### src/inc/rxind_defs.svh
// constants for the receive indication and filter command block
`ifndef RXIND_DEFS_SVH
`define RXIND_DEFS_SVH
// indication type codes, bits 63..56
`define RXIND_TYPE_ERR_HI   3'h5
`define RXIND_TYPE_PERR     5'h19
`define RXIND_TYPE_SPLIT    8'h3a
`define RXIND_TYPE_OWN      8'h38
`define RXIND_TYPE_TOKEN    8'h3c
`define RXIND_TYPE_CAMRD    6'h3b
// command kinds, bits 61..56; the set-up code is a free choice
`define RXIND_CMD_SETUP     6'h2f
`define RXIND_CMD_READ      6'h3a
// receive status codes
`define RXIND_STT_NSA       3'h0
// port error codes
`define RXIND_PER_FIFO_ABT  4'hc
`define RXIND_PER_FIFO_PAR  4'hf
`define RXIND_PER_IDF_TABT  4'h4
`define RXIND_PER_IDF_FABT  4'h5
`define RXIND_PER_IDF_FPAR  4'h6
`define RXIND_PER_IDF_TPAR  4'h7
// field positions and table size
`define RXIND_IG_BIT        47
`define RXIND_VALID_BIT     55
`define RXIND_ENTRIES       32
`endif

### src/inc/rxind_pkg.sv
// types shared by the receive indication block
package rxind_pkg;
	// frame status delivered by the mac
	typedef struct packed {
		logic [2:0] valid_flag_count;
		logic       error_indicator_flag;
		logic       address_recognized_flag;
		logic       frame_copied_flag;
		logic       extra_flag_one;
		logic       extra_flag_two;
	} rxind_fstat_t;

	// per-frame receive context
	typedef struct packed {
		logic         split;
		logic         first;
		rxind_fstat_t fstat;
		logic [12:0]  length;
	} rxind_frame_t;

	// port error sources
	typedef enum logic [2:0] {
		RXIND_PE_FIFO_ABT = 3'h0,
		RXIND_PE_FIFO_PAR = 3'h1,
		RXIND_PE_IDF_TABT = 3'h2,
		RXIND_PE_IDF_FABT = 3'h3,
		RXIND_PE_IDF_FPAR = 3'h4,
		RXIND_PE_IDF_TPAR = 3'h5
	} rxind_perr_t;

	// one indication bound for a ring
	typedef struct packed {
		logic        ring;
		logic [63:0] word;
	} rxind_ind_t;
endpackage

### src/hw/rxind_skid.sv
// two-entry buffer with valid and ready on both sides
`timescale 1ns/1ps
`default_nettype none
module rxind_skid #(
	parameter int W = 65
) (
	input  wire logic         ref_clk,  // system clock
	input  wire logic         nrst,     // async reset, low
	input  wire logic         in_valid, // word offered
	output logic              in_ready, // room for a word
	input  wire logic [W-1:0] in_data,  // offered word
	output logic              out_valid,// word held
	input  wire logic         out_ready,// taker accepts
	output logic      [W-1:0] out_data  // held word
);
	logic [W-1:0] spare;
	logic         spare_full;

	// main and spare slots
	always_ff @(posedge ref_clk or negedge nrst)
	begin
		if (!nrst)
		begin
			out_valid  <= 1'b0;
			out_data   <= '0;
			spare      <= '0;
			spare_full <= 1'b0;
			in_ready   <= 1'b1;
		end
		else
		begin
			if (!out_valid || out_ready)
			begin
				if (spare_full)
				begin
					out_data   <= spare;
					out_valid  <= 1'b1;
					spare_full <= in_valid && in_ready;
					spare      <= in_data;
				end
				else
				begin
					out_data  <= in_data;
					out_valid <= in_valid && in_ready;
				end
				in_ready <= 1'b1;
			end
			else if (in_valid && in_ready)
			begin
				spare      <= in_data;
				spare_full <= 1'b1;
				in_ready   <= 1'b0;
			end
		end
	end
endmodule
`default_nettype wire

### src/hw/rxind_table.sv
// address filter table storage, registered read
`timescale 1ns/1ps
`default_nettype none
module rxind_table #(
	parameter int N = 32
) (
	input  wire logic                 ref_clk, // system clock
	input  wire logic                 nrst,    // async reset, low
	input  wire logic                 wr,      // write strobe
	input  wire logic [$clog2(N)-1:0] widx,    // write index
	input  wire logic [48:0]          wdata,   // valid and address
	input  wire logic [$clog2(N)-1:0] ridx,    // read index
	output logic      [48:0]          rdata    // valid and address
);
	logic [48:0] mem [N];

	// storage; valid bits clear at reset
	always_ff @(posedge ref_clk or negedge nrst)
	begin
		if (!nrst)
		begin
			for (int i = 0; i < N; i++)
				mem[i] <= '0;
			rdata <= '0;
		end
		else
		begin
			if (wr)
				mem[widx] <= wdata;
			rdata <= mem[ridx];
		end
	end
endmodule
`default_nettype wire

### src/hw/rxind_core.sv
// receive indication builder and filter table command engine
`timescale 1ns/1ps
`default_nettype none
`include "rxind_defs.svh"
module rxind_core #(
	parameter int ENTRIES = `RXIND_ENTRIES,
	parameter int CNT_W   = 8
) (
	input  wire logic                   ref_clk,     // system clock 50 mhz
	input  wire logic                   nrst,        // async reset, low
	// per-frame context
	input  wire rxind_pkg::rxind_frame_t frame,      // split, first, status
	input  wire logic                   ring_sel,    // ring from frame ctl
	// receive error event
	input  wire logic                   err_ev,      // error indication due
	input  wire logic                   overrun,     // internal overrun
	input  wire logic                   rx_parity_flag,   // mac-side parity
	input  wire logic [2:0]             mac_rx_status,    // mac end data
	input  wire logic                   nsa_secondary,    // secondary nsa
	input  wire logic                   mac_interface_error, // event reg
	// port error event
	input  wire logic                   perr_ev,     // port failure
	input  wire rxind_pkg::rxind_perr_t perr_src,    // failure kind
	input  wire logic                   data_moved,  // some data moved
	// own frame event
	input  wire logic                   own_ev,      // own frame stripped
	input  wire logic                   own_frame_report_enable, // enable
	input  wire logic [1:0]             source_match_field, // match kind
	// token cycle
	input  wire logic                   token_end_report_enable, // enable
	input  wire logic                   tx_done,     // frame sent
	input  wire logic                   rx_back,     // own frame returned
	input  wire logic                   token_end,   // mac token end
	// filter command
	input  wire logic                   cmd_valid,   // command offered
	output logic                        cmd_ready,   // command taken
	input  wire logic [63:0]            cmd_word,    // command word
	input  wire logic                   cmd_ring,    // answer ring
	// indication output
	output logic                        ind_valid,   // indication held
	input  wire logic                   ind_ready,   // ring writer accepts
	output rxind_pkg::rxind_ind_t       ind,         // ring and word
	output logic                        busy         // event pending
);
	localparam int IW = $clog2(ENTRIES);

	// ------------------------------------------------------------
	// usage notes
	// ------------------------------------------------------------
	// one event becomes an indication per clock; events that meet in
	// one cycle keep only the highest by priority
	// events offered while the buffer is full are dropped, and busy rises a cycle
	// later, so the ring writer should keep ind_ready high wherever it can
	// the output register and the two buffer slots hold three
	// indications in all before busy rises
	// a read-entry answer holds the builder and masks every event
	// offered in the cycles it waits for room
	// the token counters clear on every token end, reported or not
	// frame, ring_sel and the status levels must stand with their
	// event strobe; nothing is captured ahead of it
	// set-up and read commands share the entry index in bits 52..48
	// the filter table leaves reset with every entry invalid
	// the split-data error indication carries its type code only

	// ------------------------------------------------------------
	// local signals
	// ------------------------------------------------------------
	typedef enum logic [1:0] {
		RXIND_IDLE = 2'b00,
		RXIND_RD   = 2'b01,
		RXIND_RD2  = 2'b10
	} rxind_state_t;

	rxind_state_t          state;
	rxind_pkg::rxind_ind_t next_ind;
	logic                  next_push;
	logic                  buf_ready;
	logic                  out_load;  // output register takes a word
	logic                  buf_valid;
	rxind_pkg::rxind_ind_t buf_data;
	logic [CNT_W-1:0]      sent_cnt;
	logic [CNT_W-1:0]      lost_cnt;
	logic [IW-1:0]         rd_idx;
	logic                  rd_ring;
	logic [48:0]           tbl_rdata;
	logic                  tbl_wr;
	logic                  is_setup;
	logic                  is_read;
	logic [7:0]            fs_bits;
	logic [3:0]            per_code;
	logic                  token_fire;

	// ------------------------------------------------------------
	// field helpers
	// ------------------------------------------------------------
	// flags copied from mac frame status
	assign fs_bits = frame.fstat;
	// command decode: bit 63 marks a command, kind in bits 61..56
	// bit 55 carries the valid flag of a set-up, so it is not decoded
	assign is_setup = cmd_word[63] && cmd_word[61:56] == `RXIND_CMD_SETUP;
	assign is_read  = cmd_word[63] && cmd_word[61:56] == `RXIND_CMD_READ;
	assign tbl_wr   = cmd_valid && cmd_ready && is_setup;
	// buffer pops only when the output register really takes the word
	assign out_load = !ind_valid || ind_ready;
	assign token_fire = token_end && token_end_report_enable
		&& (sent_cnt != '0);

	// port error code selection
	always_comb
	begin
		unique case (perr_src)
			rxind_pkg::RXIND_PE_FIFO_ABT: per_code = `RXIND_PER_FIFO_ABT;
			rxind_pkg::RXIND_PE_FIFO_PAR: per_code = `RXIND_PER_FIFO_PAR;
			rxind_pkg::RXIND_PE_IDF_TABT: per_code = `RXIND_PER_IDF_TABT;
			rxind_pkg::RXIND_PE_IDF_FABT: per_code = `RXIND_PER_IDF_FABT;
			rxind_pkg::RXIND_PE_IDF_FPAR: per_code = `RXIND_PER_IDF_FPAR;
			rxind_pkg::RXIND_PE_IDF_TPAR: per_code = `RXIND_PER_IDF_TPAR;
			// codes 6 and 7 come from no legal source
			default:                      per_code = `RXIND_PER_FIFO_ABT;
		endcase
	end

	// ------------------------------------------------------------
	// indication builder, one event per cycle by priority
	// ------------------------------------------------------------
	always_comb
	begin
		next_ind  = '0;
		next_push = 1'b0;
		if (state == RXIND_RD2)
		begin
			// read-entry answer, first so that a slow ring
			// cannot starve it behind a stream of events
			next_push = 1'b1;
			next_ind.ring = rd_ring;
			next_ind.word[61:56] = `RXIND_TYPE_CAMRD;
			next_ind.word[`RXIND_VALID_BIT] = tbl_rdata[48];
			next_ind.word[52:48] = 5'(rd_idx);
			next_ind.word[47:0]  = tbl_rdata[47:0];
		end
		else if (err_ev || (perr_ev && frame.split && data_moved))
		begin
			// receive error, also for split data already moved
			next_push = 1'b1;
			next_ind.ring = ring_sel;
			next_ind.word[62] = frame.split;
			next_ind.word[61] = frame.first;
			next_ind.word[60:58] = `RXIND_TYPE_ERR_HI;
			next_ind.word[57] = overrun;
			next_ind.word[56] = rx_parity_flag;
			if (!mac_interface_error)
			begin
				next_ind.word[55:48] = fs_bits;
				next_ind.word[47:45] = nsa_secondary ? `RXIND_STT_NSA
					: mac_rx_status;
			end
			// else bits 55..48 stay zero
			next_ind.word[44:32] = frame.length;
		end
		else if (perr_ev && frame.split && !data_moved)
		begin
			// whole data portion discarded
			next_push = 1'b1;
			next_ind.ring = ring_sel;
			next_ind.word[63:56] = `RXIND_TYPE_SPLIT;
		end
		else if (perr_ev)
		begin
			next_push = 1'b1;
			next_ind.ring = ring_sel;
			next_ind.word[62] = frame.split;
			next_ind.word[61] = frame.first;
			next_ind.word[60:56] = `RXIND_TYPE_PERR;
			next_ind.word[55:48] = fs_bits;
			next_ind.word[35:32] = per_code;
		end
		else if (own_ev && own_frame_report_enable)
		begin
			next_push = 1'b1;
			next_ind.ring = ring_sel;
			next_ind.word[63:56] = `RXIND_TYPE_OWN;
			next_ind.word[55:48] = fs_bits;
			next_ind.word[47:46] = source_match_field;
		end
		else if (token_fire)
		begin
			next_push = 1'b1;
			next_ind.ring = ring_sel;
			next_ind.word[63:56] = `RXIND_TYPE_TOKEN;
			next_ind.word[32 +: CNT_W] = lost_cnt;
		end
	end

	// ------------------------------------------------------------
	// token cycle counters
	// ------------------------------------------------------------
	// sent_cnt: frames sent in the current token cycle
	// lost_cnt: frames sent and not yet back, floors at zero
	always_ff @(posedge ref_clk or negedge nrst)
	begin
		if (!nrst)
		begin
			sent_cnt <= '0;
			lost_cnt <= '0;
		end
		else if (token_end)
		begin
			sent_cnt <= '0; // new cycle
			lost_cnt <= '0;
		end
		else
		begin
			if (tx_done)
				sent_cnt <= sent_cnt + CNT_W'(1);
			// sent minus returned
			if (tx_done && !rx_back)
				lost_cnt <= lost_cnt + CNT_W'(1);
			else if (rx_back && !tx_done && lost_cnt != '0)
				lost_cnt <= lost_cnt - CNT_W'(1);
		end
	end

	// ------------------------------------------------------------
	// command engine
	// ------------------------------------------------------------
	// cmd_ready toggles, so at most one command per two clocks;
	// a read keeps it low until the buffer has taken its answer
	always_ff @(posedge ref_clk or negedge nrst)
	begin
		if (!nrst)
		begin
			state     <= RXIND_IDLE;
			rd_idx    <= '0;
			rd_ring   <= 1'b0;
			cmd_ready <= 1'b0;
		end
		else
		begin
			unique case (state)
				RXIND_IDLE:
				begin
					cmd_ready <= !cmd_ready && cmd_valid;
					if (cmd_valid && cmd_ready && is_read)
					begin
						rd_idx  <= cmd_word[48 +: IW];
						rd_ring <= cmd_ring;
						state   <= RXIND_RD;
						cmd_ready <= 1'b0;
					end
				end
				RXIND_RD:
					state <= RXIND_RD2;
				RXIND_RD2:
					if (buf_ready)
						state <= RXIND_IDLE;
				default:
					state <= RXIND_IDLE;
			endcase
		end
	end

	// ------------------------------------------------------------
	// filter table, entry keeps bit 47 as individual/group
	// ------------------------------------------------------------
	rxind_table #(
		.N (ENTRIES)
	) rxind_table_i (
		.ref_clk (ref_clk),
		.nrst    (nrst),
		.wr      (tbl_wr),
		.widx    (cmd_word[48 +: IW]),
		.wdata   ({cmd_word[`RXIND_VALID_BIT], cmd_word[47:0]}),
		.ridx    (rd_idx),
		.rdata   (tbl_rdata)
	);

	// ------------------------------------------------------------
	// output buffer, stall reported through busy
	// ------------------------------------------------------------
	rxind_skid #(
		.W ($bits(rxind_pkg::rxind_ind_t))
	) rxind_skid_i (
		.ref_clk   (ref_clk),
		.nrst      (nrst),
		.in_valid  (next_push),
		.in_ready  (buf_ready),
		.in_data   (next_ind),
		.out_valid (buf_valid),
		.out_ready (out_load),
		.out_data  (buf_data)
	);

	// registered outputs
	always_ff @(posedge ref_clk or negedge nrst)
	begin
		if (!nrst)
		begin
			ind_valid <= 1'b0;
			ind       <= '0;
		end
		else if (out_load)
		begin
			ind_valid <= buf_valid;
			ind       <= buf_data;
		end
	end

	// busy: buffer full or a read answer pending
	always_ff @(posedge ref_clk or negedge nrst)
	begin
		if (!nrst)
			busy <= 1'b0;
		else
			busy <= !buf_ready || state != RXIND_IDLE;
	end
endmodule
`default_nettype wire

### config.mk
export PLATFORM = sky130hd
export DESIGN_NAME = rxind_core
export DESIGN_NICKNAME = d
export VERILOG_FILES = /design/src/inc/rxind_pkg.sv /design/src/hw/rxind_skid.sv /design/src/hw/rxind_table.sv /design/src/hw/rxind_core.sv
export VERILOG_INCLUDE_DIRS = /design/src /design/src/inc
export SDC_FILE = /design/constraint.sdc
export NUM_CORES = 2
export LEC_CHECK = 0
export BUFFER_PORTS_ARGS = -buffer_cell sky130_fd_sc_hd__buf_2
export CORE_UTILIZATION = 32
export DETAILED_ROUTE_END_ITERATION = 8
export GPL_TIMING_DRIVEN = 0
export PLACE_DENSITY = 0.53
export SYNTH_ARGS = -nofsm -noshare
export SYNTH_HDL_FRONTEND = slang
export SYNTH_SLANG_ARGS = --single-unit
### constraint.sdc
create_clock -name ref_clk -period 4.7 [get_ports ref_clk]
set_clock_uncertainty 0.1 [all_clocks]
set_input_delay 0.705 -clock ref_clk [delete_from_list [all_inputs] [get_ports ref_clk]]
set_output_delay 0.705 -clock ref_clk [all_outputs]
set_load 0.05 [all_outputs]
After elaboration in Yosys (flattened, before gate mapping):

Index checks and enable logic that the tools add are counted.

* add/sub/neg operators: 3
* order comparisons: 3
* equality and inequality tests: 12
* muxes and demuxes: 70
* bitwise gates (word level): 2
* reductions and logical operators: 38

Operator list (count)
* $bwmux W1568: 1
* $mux W65: 4
* $bmux W49 S5: 1
* $demux W49 S5: 1
* $mux W49: 3
* $mux W8: 9
* $mux W9: 7
* $mux W10: 6
* $mux W15: 4
* $mux W32: 1
* $mux W21: 1
* $pmux W4 S5: 1
* $mux W1: 18
* $logic_and A1 B1 Y1: 17
* $mux W17: 1
* $add A8 B1 Y8 const B: 2
* $reduce_bool A8 Y1: 2
* $eq A6 B6 Y1 const B: 2
* $ge A6 B6 Y1 const B: 2
* $not A5 Y6: 2
* $mux W11: 1
* $mux W2: 5
* $mux W4: 2
* $sub A8 B1 Y8 const B: 1
* 18 further kinds: 34

* flip-flop bits (word level): 1842
* input port bits: 114
* output and inout bits: 68

Depth between registers and ports, before layout:

* word-level depth: 17
* gate-level depth with buffers: 10
* mapped depth without buffers: 9

By module:

A second synthesis with hierarchy kept.

* cell total of the unflattened synthesis: 6169
* area, all modules: 83562.6 sq um

By module, submodules not included
* rxind_table: instances 1, cells an instance 5312, area each 73030.0 sq um
* rxind_skid: instances 1, cells an instance 430, area each 5748.0 sq um
* rxind_core: instances 1, cells an instance 427, area each 4784.6 sq um

Least setup slack after synthesis:

Ideal clock, no wire load.

* path kind: input-to-reg
* start point: in tx_done
* end point: reg lost_cnt[6]
* setup time: 122 ps
* arrival: 2886 ps
* slack: 1592 ps
* stages: 10
* buffers on the path: 1
* cell sequence: clkbuf_1 -> nor2b_1 -> inv_1 -> ha_1 -> nor2b_1 -> o21ai_0 -> a21boi_0 -> o21a_1 -> or3_1 -> a32o_1

* longest elaborated chain between the ends: 4
* elaborated cells between the ends (all ways): 7
* those cells by class: mux (2); reduce/logical (5)

Ends and longest elaborated chain
* start: declaration: line rxind_core.sv:31 `input wire logic tx_done,`
* $logic_not A1 Y1: line rxind_core.sv:218 `else if (rx_back && !tx_done && lost_cnt != '0)`
* $logic_and A1 B1 Y1 (2 in a row): line rxind_core.sv:218
* $reduce_bool A3 Y1 (no line)
* end signal: assignment: line rxind_core.sv:217 `lost_cnt <= lost_cnt + CNT_W'(1);`
* end signal: assignment: line rxind_core.sv:219 `lost_cnt <= lost_cnt - CNT_W'(1);`
* end: declaration: line rxind_core.sv:82 `logic [CNT_W-1:0] lost_cnt;`

Parallel ways exist; a longest one is shown, timed or not.
A chain may end at the register's enable or synchronous reset.

Worst setup path after layout:

* start point: reg rd_idx[1]
* end point: reg rxind_table_i.rdata[33]

* longest elaborated chain between the ends: 4

Ends and longest elaborated chain
* start: declaration: line rxind_core.sv:83 `logic [IW-1:0] rd_idx;`
* start signal: assignment: line rxind_core.sv:245 `rd_idx <= cmd_word[48 +: IW];`
* $not A5 Y6 (implied by the code): line rxind_table.sv:30 `rdata <= mem[ridx];`
* $bmux W49 S5: line rxind_table.sv:30
* $mux W49 (implied by the code) (2 in a row): line rxind_table.sv:30
* end signal: assignment: line rxind_table.sv:30
* end: declaration: line rxind_table.sv:13 `output logic [48:0] rdata`

Every way passes these cells. The select of a mux whose other input is x is not followed.

==> impl_results.md <==
* Status: finished with violations
* Failing checks: max-capacitance violations, negative setup slack
* Die ar. at 257000 um2
* Final wirelength at 252000 um
* Worst setup margin at -0.0135 ns
* Net Sw Frac at 26.2%
* CTS sink cnt at 1839
* CP max FO at 12
* Peak supply drop at 0.382 mV
* CTS Buf Count at 201
* Yosys cell types at 54
* Routed WL per cell at 27.6 um
* Yosys reg bits at 1839
* F_max at 212 MHz
* Grt ovf at 0
* Final ANT Viol Nets at 0
* Worst-skew pair later-pin latency at 0.84 ns
* Layout net count at 5702
* DR pass1 iterations at 6
* Worst reg2reg path depth at 6
* Register area share after synthesis at 56.4%
* Static Leak at 44.5 nW
* Vias in the first global route at 50800
* Iteration-0 DRC Markers at 3574
* IO Pins at 182
* Routed wl met2 at 117000 um
* R2r endpoint: rxind_table_i.rdata[33]
* Synth async-reset ratio at 100%
* Int Power at 26.7 mW
* Min Tclk post-route at 4.71 ns
* Sequential power share at 46.0%
* CP Launch Type: flop
* Post-DP HPWL at 174000 um
* Sw Pwr at 9.46 mW
* Worst hold start: token_end
* Headroom to the max-slew limit at 0.864%
* Initial antenna violation count at 25
* Core area at 254000 um2
* GPL Wtd Cong at 0.822
* Crit path DAT at 5.30 ns
* Number of setup buffers added after CTS at 0
* Mapped Nets at 5311
* Count of final setup violators at 2
* FF-to-FF setup slack at -0.01 ns
* Die height at 507 um
* Synthesized area at 81600 um2
* Slew Viols, Final at 0
* Maximum clock path buffer count at 3
* WL met3 at 13000 um
* Post-synth EDFFs at 0
* Dominant synthesized flop cell: dfrtp_1
* Die W at 507 um
* Uppermost layer routed: met5
* Worst slew pin tran at 1.49 ns
* CP Class: reg -> reg
* Area Growth Syn to Fin at 14.9%
* WP data required at 5.29 ns
* Critical path endpoint category: flop
* Avg Inst Size Synth at 15.7 um2
* Unrepaired setup endpoints after global routing: no
* Max-Cap Viols at 1
* Yosys Warn Count at 0
* H-tree depth at 4
* Tcrit/Tclk final at 100%
* Place WS at -0.407 ns
* Hold/Removal Path Class: in -> reg
* All-Layer GR Usage at 19.7%
* Comb pwr share at 9.6%
* Pwr Density at 385 nW/um2
* Routed vias at 47700
* Hold Violations, Final at 0
* CTS tree: done
* Hold path cells at 2
* Residual DRC at 0
* Layout cells sized above 1 at 49.1%
* Hold WS at 0.0803 ns
* IO Port Bufs at 174
* Std-Cell Rows at 185
* Vias/cell at 5.24
* Initial Utilization at 32.2%
* CTS Root Cell: clkbuf_16
* Clock power frac at 44.4%
* Metal-1 WL at 112000 um
* Clock slew at reported path FFs at 0.06 ns
* Post-layout util at 37.0%
* Hold Path End: lost_cnt[2]
* Mapped Cells at 5188
* Pin count of the biggest net entering global routing at 161
* Reg-to-Reg Start: rd_idx[1]
* First-pass GRT wire length at 368000 um
==> logic make-up (layout without fill, tap and decap cells) <==
group	count (synthesis)	in the layout	synth area share, %
mux	2196	2196	37.0
compound gates	236	236	1.61
simple gates	396	396	2.10
xor+xnor	9	9	0.0966
buf+inv	502	1049	2.61
fa+ha+maj	9	9	0.147
flops	1839	1839	56.4
other cells	1	14	0.00460
==> layer usage <==
metal / global-route usage (%) / vias up
met5: 0 / -
met4: 6.87 / 12
met3: 3.76 / 351
met2: 31.0 / 1160
met1: 27.1 / 26200
li1: - / 20000
==> placed cells by master, fill, tap and decap left out, types with 21 or more instances in the layout <==
cell type,instances
a21oi_1,79
mux2_2,1685
nor2_1,117
nand2_1,198
mux2i_1,21
clkbuf_1,376
o21ai_0,103
buf_2,269
mux4_2,490
dfrtp_1,1838
buf_4,28
clkbuf_8,48
clkinv_2,34
buf_1,31
clkbuf_16,210
==> worst max-delay path, cell delays in order (launching register included) <==
cell and delay (ns):
dfrtp_1 0.33, clkbuf_1 0.86, clkbuf_2 0.85, buf_1 1.14, mux4_2 0.42, mux4_2 0.50, mux2_2 0.33
==> flip-flops by register name (all words and copies together) (netlist names), 2 cells and up <==
signal	count
rxind_skid_i.out_data	64
state	2
sent_cnt	8
rd_idx	5
rxind_table_i.rdata	49
rxind_skid_i.spare	64
rxind_table_i.mem	1568
ind	64
lost_cnt	8
==> how the worst max path moves through the flow <==
stage,from,to,slack (ns),cells after the start
5_1_grt,rd_idx[1],rxind_table_i.rdata[33],0.06,6
4_1_cts,cmd_ready,rxind_table_i.mem[1461],0.002,7
2_1_floorplan,tx_done,lost_cnt[6],1.59,10
3_5_place_dp,cmd_valid,rxind_table_i.mem[1264],-0.41,8
6_report,rd_idx[1],rxind_table_i.rdata[33],-0.01,6
3_3_place_gp,nrst,rxind_table_i.mem[1199],-38.77,1
==> final cells by class <==
cell class,count,area [um2]
fill,24200,160000
antenna,13,32.5
buffer,492,2100
tap,3366,4210
timing repair buffer,188,1240
inverter,10,37.5
multi-input combinational,2847,33500
sequential,1839,46000
clock buffer,306,6100
clock inverter,53,569
==> power by group through the flow <==
stage | clock network [mW] | registers (mW) | logic [mW]
6_report | 16.0 | 16.6 | 3.47
3_3_place_gp | 0 | 16.9 | 3.44
5_1_grt | 17.1 | 16.7 | 3.76
2_1_floorplan | 0 | 17.3 | 1.52
3_5_place_dp | 0 | 16.9 | 3.52
4_1_cts | 16.4 | 16.6 | 3.53
==> Yosys cell counts, types with 3 or more instances <==
cell	instances	area (um2)
a21o_1	4	30.0
a21oi_1	79	395
a221oi_1	4	35.0
a31oi_1	11	68.8
a32oi_1	3	26.3
and3_1	13	81.3
buf_1	31	116
buf_2	96	480
buf_4	28	210
buf_6	3	33.8
clkbuf_1	334	1250
dfrtp_1	1838	46000
ha_1	8	100
inv_1	10	37.5
mux2_2	1685	19000
mux2i_1	21	210
mux4_2	490	11000
nand2_1	198	743
nand2b_1	5	31.3
nand3_1	12	60.1
nand3b_1	7	52.6
nand4_1	8	50.1
nor2_1	117	439
nor2b_1	10	62.6
nor3_1	5	25.0
nor3b_1	4	30.0
nor4_1	3	18.8
o21a_1	7	52.6
o21ai_0	103	515
o21ai_1	6	30.0
o31ai_1	6	45.0
or3_1	3	18.8
xnor2_1	4	35.0
xor2_1	5	43.8
==> metrics by stage <==
stage | cell area (um2) | cells | power [mW] | TNS [ns]
after global placement | 86700 | 8728 | 20.4 | -
after detailed placement | 87000 | 8740 | 20.4 | -17.59
after floorplan | 81600 | 5188 | 18.8 | 0
after CTS | 93700 | 9101 | 36.6 | 0
final | 93800 | 9114 | 36.1 | -0.0259
after global routing | 93700 | 9103 | 37.5 | 0
==> repair_timing <==
| action | CTS | global route |
|---|---|---|
| hold buffers | 2 | 0 |
| endpoints found under the hold margin | 73 | 0 |
| gates resized for setup | 2 | 2 |
| setup endpoints to repair | 53 | 1 |
Note: power is estimated with default switching activity, not from simulation.
